<file path="src/pkg/osg_defs.vh">
// Purpose: constants of the operation status group
// Assumes: 32-bit AXI4-Lite data, byte addresses
// Notes:   definitions only
`ifndef OSG_DEFS_VH
`define OSG_DEFS_VH

// ----------------------------------------------------------------
// widths
// ----------------------------------------------------------------
`define OSG_WIDTH        16
`define OSG_AW           8

// ----------------------------------------------------------------
// register byte offsets
// ----------------------------------------------------------------
`define OSG_ADDR_COND    8'h00
`define OSG_ADDR_EVENT   8'h04
`define OSG_ADDR_ENABLE  8'h08
`define OSG_ADDR_PTR     8'h0c
`define OSG_ADDR_NTR     8'h10
`define OSG_ADDR_CMD     8'h14
`define OSG_ADDR_IRQ_ST  8'h18
`define OSG_ADDR_IRQ_MSK 8'h1c

// ----------------------------------------------------------------
// register select codes
// ----------------------------------------------------------------
`define OSG_SEL_NONE     4'h0
`define OSG_SEL_COND     4'h1
`define OSG_SEL_EVENT    4'h2
`define OSG_SEL_ENABLE   4'h3
`define OSG_SEL_PTR      4'h4
`define OSG_SEL_NTR      4'h5
`define OSG_SEL_CMD      4'h6
`define OSG_SEL_IRQ_ST   4'h7
`define OSG_SEL_IRQ_MSK  4'h8

// ----------------------------------------------------------------
// command bits
// ----------------------------------------------------------------
`define OSG_CMD_RST_BIT  0
`define OSG_CMD_CLS_BIT  1
`define OSG_CMD_PRE_BIT  2

// ----------------------------------------------------------------
// interrupt status bits
// ----------------------------------------------------------------
`define OSG_IRQ_EVT_BIT  0
`define OSG_IRQ_SUM_BIT  1
`define OSG_IRQ_WIDTH    2

// ----------------------------------------------------------------
// reset and preset values
// ----------------------------------------------------------------
`define OSG_ENABLE_RST   16'h0000
`define OSG_PTR_RST      16'h0000
`define OSG_NTR_RST      16'h0000
`define OSG_PTR_PRESET   16'hffff
`define OSG_NTR_PRESET   16'h0000
`define OSG_ENABLE_PRE   16'h0000
`define OSG_ZERO16       16'h0000
`define OSG_IRQ_RST      2'h0

// ----------------------------------------------------------------
// bus responses
// ----------------------------------------------------------------
`define OSG_RESP_OKAY    2'h0
`define OSG_RESP_SLVERR  2'h2

`endif

</file>
<file path="src/core/osg_core.v">
// Purpose: operation status group with AXI4-Lite register access
// Assumes: cond_in synchronous to aclk, synchronous active-low reset
// Notes:   one write and one read under way at a time
`timescale 1ns/1ps
`include "osg_defs.vh"

// How it works
// - condition register is read-only, shows live status, read has no effect
// - condition bits follow their inputs and clear when the condition leaves
// - instrument reset clears condition bits except those still present
// - a read returns the register bits as one unsigned binary-weighted value
// - enable register is read/write and masks events onto the summary bit
// - status preset clears the whole enable register
// - enable and filter registers written as binary-weighted value, reset zero
// - clear-status clears event register, enable register untouched
// - negative filter bit set: falling condition bit sets event bit
// - positive filter bit set: rising condition bit sets event bit
// - status preset sets all positive filter bits, clears negative filter
// - both filter bits set: either change sets the event bit
// - both filter bits clear: no change can set the event bit
// - both filters writable and readable, placed between condition and event
// - event register read-only, latches filtered transitions, cleared by read
// - instrument reset leaves event register alone except captured transitions
module osg_core (
    input  wire                  aclk,
    input  wire                  aresetn,
    input  wire [`OSG_AW-1:0]    s_axi_awaddr,
    input  wire [2:0]            s_axi_awprot,
    input  wire                  s_axi_awvalid,
    output wire                  s_axi_awready,
    input  wire [31:0]           s_axi_wdata,
    input  wire [3:0]            s_axi_wstrb,
    input  wire                  s_axi_wvalid,
    output wire                  s_axi_wready,
    output reg  [1:0]            s_axi_bresp,
    output reg                   s_axi_bvalid,
    input  wire                  s_axi_bready,
    input  wire [`OSG_AW-1:0]    s_axi_araddr,
    input  wire [2:0]            s_axi_arprot,
    input  wire                  s_axi_arvalid,
    output wire                  s_axi_arready,
    output reg  [31:0]           s_axi_rdata,
    output reg  [1:0]            s_axi_rresp,
    output reg                   s_axi_rvalid,
    input  wire                  s_axi_rready,
    input  wire [`OSG_WIDTH-1:0] cond_in,
    output reg                   inst_reset,
    output wire                  oper_summary,
    output wire                  irq
);

    localparam W = `OSG_WIDTH;

    // ----------------------------------------------------------------
    // decode helpers
    // ----------------------------------------------------------------
    function [3:0] reg_sel;
        input [`OSG_AW-1:0] addr;
        begin
            case (addr)
                `OSG_ADDR_COND:    reg_sel = `OSG_SEL_COND;
                `OSG_ADDR_EVENT:   reg_sel = `OSG_SEL_EVENT;
                `OSG_ADDR_ENABLE:  reg_sel = `OSG_SEL_ENABLE;
                `OSG_ADDR_PTR:     reg_sel = `OSG_SEL_PTR;
                `OSG_ADDR_NTR:     reg_sel = `OSG_SEL_NTR;
                `OSG_ADDR_CMD:     reg_sel = `OSG_SEL_CMD;
                `OSG_ADDR_IRQ_ST:  reg_sel = `OSG_SEL_IRQ_ST;
                `OSG_ADDR_IRQ_MSK: reg_sel = `OSG_SEL_IRQ_MSK;
                default:           reg_sel = `OSG_SEL_NONE;
            endcase
        end
    endfunction

    function [W-1:0] merge16;
        input [W-1:0] old;
        input [31:0]  data;
        input [3:0]   strb;
        begin
            merge16[7:0]  = strb[0] ? data[7:0]  : old[7:0];
            merge16[15:8] = strb[1] ? data[15:8] : old[15:8];
        end
    endfunction

    function cmd_bit;
        input [3:0] strb;
        input       bit_val;
        begin
            cmd_bit = strb[0] && bit_val;
        end
    endfunction

    // ----------------------------------------------------------------
    // state
    // ----------------------------------------------------------------
    reg  [W-1:0]              cond;
    reg  [W-1:0]              event_reg;
    reg  [W-1:0]              enable;
    reg  [W-1:0]              ptr;
    reg  [W-1:0]              ntr;
    reg  [`OSG_IRQ_WIDTH-1:0] irq_status;
    reg  [`OSG_IRQ_WIDTH-1:0] irq_mask;
    reg                       summary_q;

    reg                       aw_held;
    reg  [`OSG_AW-1:0]        aw_addr;
    reg                       w_held;
    reg  [31:0]               w_data;
    reg  [3:0]                w_strb;

    wire [W-1:0]              evt_set;
    wire [W-1:0]              next_event;
    wire [`OSG_IRQ_WIDTH-1:0] irq_set;
    wire [`OSG_IRQ_WIDTH-1:0] next_irq_status;
    wire                      wr_fire;
    wire                      rd_fire;
    wire [3:0]                wr_sel;
    wire [3:0]                rd_sel;
    wire                      cmd_rst;
    wire                      cmd_cls;
    wire                      cmd_pre;
    wire                      rd_clr_event;
    wire                      rd_clr_irq;
    reg  [31:0]               next_rdata;

    // ----------------------------------------------------------------
    // bus handshake
    // ----------------------------------------------------------------
    assign s_axi_awready = !aw_held && !s_axi_bvalid;
    assign s_axi_wready  = !w_held && !s_axi_bvalid;
    assign s_axi_arready = !s_axi_rvalid;
    assign wr_fire       = aw_held && w_held && !s_axi_bvalid;
    assign rd_fire       = s_axi_arvalid && s_axi_arready;
    assign wr_sel        = reg_sel(aw_addr);
    assign rd_sel        = reg_sel(s_axi_araddr);

    always @(posedge aclk) begin
        if (!aresetn) begin
            aw_held <= 1'b0;
            aw_addr <= {`OSG_AW{1'b0}};
            w_held  <= 1'b0;
            w_data  <= 32'h00000000;
            w_strb  <= 4'h0;
        end else begin
            if (s_axi_awvalid && s_axi_awready) begin
                aw_held <= 1'b1;
                aw_addr <= s_axi_awaddr;
            end else if (wr_fire) begin
                aw_held <= 1'b0;
            end
            if (s_axi_wvalid && s_axi_wready) begin
                w_held <= 1'b1;
                w_data <= s_axi_wdata;
                w_strb <= s_axi_wstrb;
            end else if (wr_fire) begin
                w_held <= 1'b0;
            end
        end
    end

    always @(posedge aclk) begin
        if (!aresetn) begin
            s_axi_bvalid <= 1'b0;
            s_axi_bresp  <= `OSG_RESP_OKAY;
        end else if (wr_fire) begin
            s_axi_bvalid <= 1'b1;
            s_axi_bresp  <= (wr_sel == `OSG_SEL_NONE) ? `OSG_RESP_SLVERR : `OSG_RESP_OKAY;
        end else if (s_axi_bready) begin
            s_axi_bvalid <= 1'b0;
        end
    end

    // ----------------------------------------------------------------
    // write strobes
    // ----------------------------------------------------------------
    wire                      wr_en_cmd;
    wire                      wr_en_enable;
    wire                      wr_en_ptr;
    wire                      wr_en_ntr;
    wire                      wr_en_irq_msk;

    assign wr_en_cmd     = wr_fire && (wr_sel == `OSG_SEL_CMD);
    assign wr_en_enable  = wr_fire && (wr_sel == `OSG_SEL_ENABLE);
    assign wr_en_ptr     = wr_fire && (wr_sel == `OSG_SEL_PTR);
    assign wr_en_ntr     = wr_fire && (wr_sel == `OSG_SEL_NTR);
    assign wr_en_irq_msk = wr_fire && (wr_sel == `OSG_SEL_IRQ_MSK) && w_strb[0];

    // ----------------------------------------------------------------
    // commands
    // ----------------------------------------------------------------
    assign cmd_rst = wr_en_cmd && cmd_bit(w_strb, w_data[`OSG_CMD_RST_BIT]);
    assign cmd_cls = wr_en_cmd && cmd_bit(w_strb, w_data[`OSG_CMD_CLS_BIT]);
    assign cmd_pre = wr_en_cmd && cmd_bit(w_strb, w_data[`OSG_CMD_PRE_BIT]);

    always @(posedge aclk) begin
        if (!aresetn) begin
            inst_reset <= 1'b0;
        end else begin
            inst_reset <= cmd_rst;
        end
    end

    // ----------------------------------------------------------------
    // condition register
    // ----------------------------------------------------------------
    always @(posedge aclk) begin
        if (!aresetn) begin
            cond <= `OSG_ZERO16;
        end else if (cmd_rst) begin
            cond <= cond_in;
        end else begin
            cond <= cond_in;
        end
    end

    // ----------------------------------------------------------------
    // transition filters
    // ----------------------------------------------------------------
    genvar i;
    generate
        for (i = 0; i < W; i = i + 1) begin : g_filter
            wire rise = cond_in[i] & ~cond[i];
            wire fall = ~cond_in[i] & cond[i];
            assign evt_set[i] = (ptr[i] & rise) | (ntr[i] & fall);
        end
    endgenerate

    // ----------------------------------------------------------------
    // event register
    // ----------------------------------------------------------------
    assign rd_clr_event = rd_fire && (rd_sel == `OSG_SEL_EVENT);
    assign next_event   = ((rd_clr_event || cmd_cls) ? `OSG_ZERO16 : event_reg) | evt_set;

    always @(posedge aclk) begin
        if (!aresetn) begin
            event_reg <= `OSG_ZERO16;
        end else begin
            event_reg <= next_event;
        end
    end

    // ----------------------------------------------------------------
    // enable and filter registers
    // ----------------------------------------------------------------
    always @(posedge aclk) begin
        if (!aresetn) begin
            enable <= `OSG_ENABLE_RST;
            ptr    <= `OSG_PTR_RST;
            ntr    <= `OSG_NTR_RST;
        end else if (cmd_pre) begin
            enable <= `OSG_ENABLE_PRE;
            ptr    <= `OSG_PTR_PRESET;
            ntr    <= `OSG_NTR_PRESET;
        end else begin
            if (wr_en_enable) begin
                enable <= merge16(enable, w_data, w_strb);
            end
            if (wr_en_ptr) begin
                ptr <= merge16(ptr, w_data, w_strb);
            end
            if (wr_en_ntr) begin
                ntr <= merge16(ntr, w_data, w_strb);
            end
        end
    end

    // ----------------------------------------------------------------
    // summary bit
    // ----------------------------------------------------------------
    osg_summary u_summary (
        .aclk        (aclk),
        .aresetn     (aresetn),
        .event_bits  (event_reg),
        .enable_bits (enable),
        .summary     (oper_summary)
    );

    // ----------------------------------------------------------------
    // interrupt
    // ----------------------------------------------------------------
    assign irq_set[`OSG_IRQ_EVT_BIT] = |evt_set;
    assign irq_set[`OSG_IRQ_SUM_BIT] = oper_summary & ~summary_q;
    assign rd_clr_irq      = rd_fire && (rd_sel == `OSG_SEL_IRQ_ST);
    assign next_irq_status = (rd_clr_irq ? `OSG_IRQ_RST : irq_status) | irq_set;
    assign irq             = |(irq_status & irq_mask);

    always @(posedge aclk) begin
        if (!aresetn) begin
            summary_q <= 1'b0;
        end else begin
            summary_q <= oper_summary;
        end
    end

    always @(posedge aclk) begin
        if (!aresetn) begin
            irq_status <= `OSG_IRQ_RST;
        end else begin
            irq_status <= next_irq_status;
        end
    end

    always @(posedge aclk) begin
        if (!aresetn) begin
            irq_mask <= `OSG_IRQ_RST;
        end else if (wr_en_irq_msk) begin
            irq_mask <= w_data[`OSG_IRQ_WIDTH-1:0];
        end
    end

    // ----------------------------------------------------------------
    // read path
    // ----------------------------------------------------------------
    always @* begin
        next_rdata = 32'h00000000;
        case (rd_sel)
            `OSG_SEL_COND:    next_rdata = {16'h0000, cond};
            `OSG_SEL_EVENT:   next_rdata = {16'h0000, event_reg};
            `OSG_SEL_ENABLE:  next_rdata = {16'h0000, enable};
            `OSG_SEL_PTR:     next_rdata = {16'h0000, ptr};
            `OSG_SEL_NTR:     next_rdata = {16'h0000, ntr};
            `OSG_SEL_CMD:     next_rdata = 32'h00000000;
            `OSG_SEL_IRQ_ST:  next_rdata = {30'h00000000, irq_status};
            `OSG_SEL_IRQ_MSK: next_rdata = {30'h00000000, irq_mask};
            default:          next_rdata = 32'h00000000;
        endcase
    end

    always @(posedge aclk) begin
        if (!aresetn) begin
            s_axi_rvalid <= 1'b0;
            s_axi_rdata  <= 32'h00000000;
            s_axi_rresp  <= `OSG_RESP_OKAY;
        end else if (rd_fire) begin
            s_axi_rvalid <= 1'b1;
            s_axi_rdata  <= next_rdata;
            s_axi_rresp  <= (rd_sel == `OSG_SEL_NONE) ? `OSG_RESP_SLVERR : `OSG_RESP_OKAY;
        end else if (s_axi_rready) begin
            s_axi_rvalid <= 1'b0;
        end
    end

endmodule // osg_core

</file>
<file path="src/core/osg_summary.v">
// Purpose: operation summary bit from event and enable
// Assumes: one clock, synchronous active-low reset
// Notes:   summary is registered
`timescale 1ns/1ps
`include "osg_defs.vh"

module osg_summary (
    input  wire                  aclk,
    input  wire                  aresetn,
    input  wire [`OSG_WIDTH-1:0] event_bits,
    input  wire [`OSG_WIDTH-1:0] enable_bits,
    output reg                   summary
);

    // ----------------------------------------------------------------
    // masked reduction
    // ----------------------------------------------------------------
    always @(posedge aclk) begin
        if (!aresetn) begin
            summary <= 1'b0;
        end else begin
            summary <= |(event_bits & enable_bits);
        end
    end

endmodule // osg_summary

</file>
<file path="config.mk">
export PLATFORM = sky130hd
export DESIGN_NAME = osg_core
export DESIGN_NICKNAME = d
export VERILOG_FILES = /design/src/core/osg_core.v /design/src/core/osg_summary.v
export VERILOG_INCLUDE_DIRS = /design/src /design/src/pkg
export SDC_FILE = /design/constraint.sdc
export NUM_CORES = 1
export LEC_CHECK = 0
export CORE_UTILIZATION = 55
export DETAILED_ROUTE_END_ITERATION = 7
export DONT_BUFFER_PORTS = 1
export GPL_TIMING_DRIVEN = 0
export PLACE_DENSITY = 0.8
export SLEW_MARGIN = 25
export SYNTH_ARGS = -nofsm -noshare
export SYNTH_HDL_FRONTEND = slang
export SYNTH_HIERARCHICAL = 1
export SYNTH_SLANG_ARGS = --single-unit
</file>
<file path="constraint.sdc">
create_clock -name aclk -period 2.9 [get_ports aclk]
set_input_delay 0.29 -clock aclk [delete_from_list [all_inputs] [get_ports aclk]]
set_output_delay 0.29 -clock aclk [all_outputs]
set_load 0.1 [all_outputs]
</file>
== Yosys cells after proc, flatten, opt, wreduce, memory -nomap -nowiden ==
Memories as Yosys holds them, arrays and structs flattened. A register that Yosys moved wholly into a read port is not among the register bits.
Index checks and enable logic that the tools add are counted.

* Memory bits (read-only): 256
* Memory bits (writable): 0
* Output and inout bits: 44
* Word-level logic and storage cells: 223
* Bits in latches: 0
* Register bits: 153
* Bits of input ports: 81
* Memories kept: 2

* Equality and inequality tests: 12
* Reduce and logical (&&, ||, !) cells: 47
* Add/sub/neg operators: 0
* $mul: 0
* Magnitude comparators: 0
* Shift-type cells: 0
* Divide/modulo/power cells: 0
* Muxes and demuxes: 20
* Bitwise gates (word level): 119

{| class="wikitable"
|+ Memories
! memory !! words !! bits a word !! read ports !! clocked after Yosys merged registers in !! write ports !! RTL line !! text
|-
| (name not given) || 32 || 4 || 1 || 0 || 0 || osg_core.v:60 || <nowiki>case (addr)</nowiki>
|-
| (name not given) || 32 || 4 || 1 || 1 || 0 || osg_core.v:60 ||
|}

{| class="wikitable"
|+ Operators with widths
! cell !! number
|-
| $pmux W16 S7 || 1
|-
| $and A1 B1 Y1 || 65
|-
| $mux W16 || 3
|-
| $not A1 Y1 || 34
|-
| $reduce_or A16 Y1 || 2
|-
| $eq A4 B3 Y1 const B || 6
|-
| $logic_and A1 B1 Y1 || 21
|-
| $and A16 B16 Y16 || 1
|-
| $mux W8 || 2
|-
| $or A1 B1 Y1 || 16
|-
| $or A16 B16 Y16 || 1
|-
| $reduce_bool A2 Y1 || 7
|-
| $eq A4 B2 Y1 const B || 3
|-
| $reduce_and A2 Y1 || 6
|-
| $mux W5 || 2
|-
| $eq A4 B4 Y1 const B || 2
|-
| $logic_not A4 Y1 || 2
|-
| $mux W4 || 2
|-
| $mux W1 || 7
|-
| $logic_not A3 Y1 || 2
|-
| $mux W2 || 3
|-
| $eq A4 B1 Y1 const B || 1
|-
| $logic_not A1 Y1 || 4
|-
| $reduce_or A2 Y1 || 2
|-
| other kinds (3) || 3
|}

== Longest topological paths before layout ==
* Depth in word-level cells: 8
* Mapped depth: 7

== Cells and area by module ==
Netlist, hierarchy kept.

{| class="wikitable"
|+ Modules (own cells, without submodules)
! module !! cells an instance !! instances !! area each (µm²)
|-
| osg_core || 679 || 1 || 6115.9
|-
| osg_summary || 12 || 1 || 115.1
|}

== Worst setup path after synthesis ==
Ideal clock, no wire load.

* Kind: flip-flop to flip-flop
* Start point: register s_axi_bvalid
* End point: register w_data[10]
* Library setup time: 0.122 ns
* Stages on the path, launching flop included: 6
* Required time: 2.778 ns
* Slack: -0.279 ns
* Data arrival time: 3.057 ns
* Cells stage by stage: dfxtp_1 -> nor2_1 -> nand2_1 -> clkbuf_1 -> nand2_1 -> a21boi_0

* Longest elaborated chain between the ends: 3

{| class="wikitable"
|+ Ends and longest elaborated chain
! what !! RTL line !! text
|-
| from (decl) || osg_core.v:36 || <nowiki>output reg s_axi_bvalid,</nowiki>
|-
| from (signal assigned) || osg_core.v:162 || <nowiki>s_axi_bvalid <= 1'b0;</nowiki>
|-
| from (signal assigned) || osg_core.v:165 || <nowiki>s_axi_bvalid <= 1'b1;</nowiki>
|-
| from (signal assigned) || osg_core.v:168 || <nowiki>s_axi_bvalid <= 1'b0;</nowiki>
|-
| $logic_not A1 Y1 || osg_core.v:129 || <nowiki>assign s_axi_wready = !w_held && !s_axi_bvalid;</nowiki>
|-
| $logic_and A1 B1 Y1 || osg_core.v:129 ||
|-
| net s_axi_wready || osg_core.v:34 || <nowiki>output wire s_axi_wready,</nowiki>
|-
| $logic_and A1 B1 Y1 || osg_core.v:150 || <nowiki>if (s_axi_wvalid && s_axi_wready) begin</nowiki>
|-
| to (signal assigned) || osg_core.v:152 || <nowiki>w_data <= s_axi_wdata;</nowiki>
|-
| to (decl) || osg_core.v:107 || <nowiki>reg [31:0] w_data;</nowiki>
|}

The timed path passes the listed nets, and every way through them passes these cells.
A chain may end at the register's enable or synchronous reset.

== Final worst setup path ==
* Start point: register s_axi_bvalid
* End point: register w_data[14]

The elaborated chain is that of the path after synthesis.

==> qor.yml <==
status: "finished, final reports clean"
placed_cells: 848
drv_cap: 0
overflow: 0
setup_ws_ns: 0.345
r2r_cells: 5
hp-class: "in2reg"
async_flop_share_pct: 0
area_growth_pct: 16.0
routedWlPerCell_microns: 19.0
dieHeight_microns: 108
fmax_mhz: 391
antenna_found_initial: 0
ys_types: 50
syn_area_sq_mm: 0.00623
core.rowCount: 38
first_pass_iters: 5
finalInstanceArea_sq_mm: 0.00723
grt_use_total_pct: 30.4
num-fill-cells: 893
core_sq_mm: 0.0109
antenna_cells: 0
cts-buffers-inserted: 17
dp_hpwl_microns: 12600
ys.flop_type: "dfxtp_1"
cts_root_buf: "clkbuf_16"
ant_nets: 0
fin_hold_ws_ns: 0.0234
grt_max_degree: 17
dr.first_iter.drc_count: 370
fin_crit_ns: 2.55
final-setup-viol-count: 0
fin_worst_skew_ns: 0.00806
worstHoldEndpoint: "w_data[2]$_SDFFE_PN0P_"
path_max_fanout: 10
final_common_cell: "dfxtp_1"
final_core_util_pct: 66.1
grt_pass1_wl_microns: 26200
clk_latency_ns: 0.42
worstHoldStart: "s_axi_wdata[2]"
ctsResizeCount: 0
hold_violations: 0
cts_htree_levels: 4
arrival_ns: 2.86
maxSlewViolCount: 0
r2r_end: "w_data[14]$_SDFFE_PN0P_"
tightest_slew_ns: 1.10
start_util_pct: 57.0
boundaryPins: 125
setup_tns_ns: 0
seq_area_frac_synth_pct: 44.7
ys_ff_latch: 139
p_total_mw: 4.48
grt_pass1_vias: 5005
cts_tree: "yes"
rsz0062_at_grt: "false"
r2r-start: "s_axi_bvalid$_SDFFE_PN0P_"
worstSetupPathType: "reg2reg"
final.period_utilization_pct: 88.1
placed_area_sq_mm: 0.00648
via_count: 5238
rrSetupSlack_ns: 0.35
ys_warn_count: 6
stdcell_count: 899
synth_area_per_cell_sq_um: 9.02
routed_wl_microns: 17100
place_congestion: 0.921
dieArea_sq_mm: 0.0118
via_per_inst: 5.83
cts_buffer_depth: 2
layout_common_cells: "dfxtp_1, nand2_1, mux2i_1, nor2_1, o21ai_0"
holdPathStages: 2
synth-edff-count: 0
critPathLaunchType: "flop"
crit_required_ns: 3.20
portBuffers: 0
cellLeakagePower_nw: 3.02
die_x_microns: 108
synthCells: 691
p_per_area_mw_per_mm2: 620
clock-sinks: 139
endpoint_kind: "flop"
path_clk_slew_ns: 0.06
drc: 0
slew_headroom_pct: 26.7
pre_cts_ws_ns: 0.332
vdd_drop_max_v: 0.000420
drive_above_1_share_pct: 11.7
post_cts_buffers: 0
nNetsFinal: 828
## where the power goes
part           total [mW]  internal (mW)  switching (mW)
Clock                2.03           1.22           0.808
Combinational       0.419          0.126           0.293
Sequential           2.04           1.96          0.0770
## worst max-delay path, stage by stage, from the launching register on
cell and delay (ns):
dfxtp_2 0.52, nor2_2 0.94, nand2_1 0.46, clkbuf_1 0.32, nand2_1 0.12, a21boi_0 0.08
## cell type report
cell class | count | area (sq um) | area share [%]
Clock buffer | 21 | 460 | 6.37
Buffer | 52 | 299 | 4.14
Sequential cell | 139 | 2780 | 38.5
Timing Repair Buffer | 20 | 200 | 2.77
Tap cell | 140 | 175 | 2.42
Multi-Input combinational cell | 512 | 3200 | 44.2
Inverter | 5 | 18.8 | 0.260
Clock inverter | 10 | 93.8 | 1.30
## kinds of logic after synthesis
group	share of synthesized area [%]
AOI/OAI and AO/OA	17.2
and+or+nand+nor	21.3
muxes	11.4
buffers and inverters	5.10
other	0.0602
xor gates and xnor gates	0.281
DFF	44.7
## routing by layer
layer	routed length (microns)	track usage (%)
met5	0	0
met4	457	13.1
met3	1450	6.99
met2	7880	48.5
met1	7310	39.2
## worst max path at each step
stage | startpoint | endpoint | slack, ns | depth (start not counted)
CTS | s_axi_bvalid$_SDFFE_PN0P_ | w_data[10]$_SDFFE_PN0P_ | 0.32 | 5
global route | s_axi_bvalid$_SDFFE_PN0P_ | w_data[11]$_SDFFE_PN0P_ | 0.17 | 5
finish | s_axi_bvalid$_SDFFE_PN0P_ | w_data[14]$_SDFFE_PN0P_ | 0.35 | 5
global placement | s_axi_bvalid$_SDFFE_PN0P_ | w_data[6]$_SDFFE_PN0P_ | 0.09 | 5
detailed placement | s_axi_bvalid$_SDFFE_PN0P_ | w_data[10]$_SDFFE_PN0P_ | 0.33 | 5
floorplan | s_axi_bvalid$_SDFFE_PN0P_ | w_data[10]$_SDFFE_PN0P_ | 0.27 | 6
## timing repair
| action | 4_1_cts | 5_1_grt |
|---|---|---|
| hold buffers | 20 | 0 |
| hold endpoints to repair | 20 | 0 |
| endpoints found under the setup margin | 0 | 0 |
## synthesized netlist by cell type, drive strengths merged, types with 4 or more instances
| cell type | number | area [sq um] |
|---|---|---|
| a21boi | 33 | 248 |
| a21oi | 8 | 40.0 |
| a22o | 12 | 105 |
| a22oi | 28 | 210 |
| and2 | 19 | 119 |
| buf | 36 | 239 |
| clkbuf | 16 | 60.1 |
| dfxtp | 139 | 2780 |
| inv | 5 | 18.8 |
| mux2 | 5 | 56.3 |
| mux2i | 61 | 611 |
| nand2 | 118 | 448 |
| nand2b | 6 | 37.5 |
| nand3 | 4 | 20.0 |
| nand3b | 18 | 139 |
| nand4 | 6 | 77.6 |
| nor2 | 54 | 213 |
| nor2b | 23 | 144 |
| nor4 | 5 | 31.3 |
| o211ai | 4 | 30.0 |
| o21ai | 62 | 310 |
| o22ai | 5 | 31.3 |
Power figures use the tool's default switching activity.
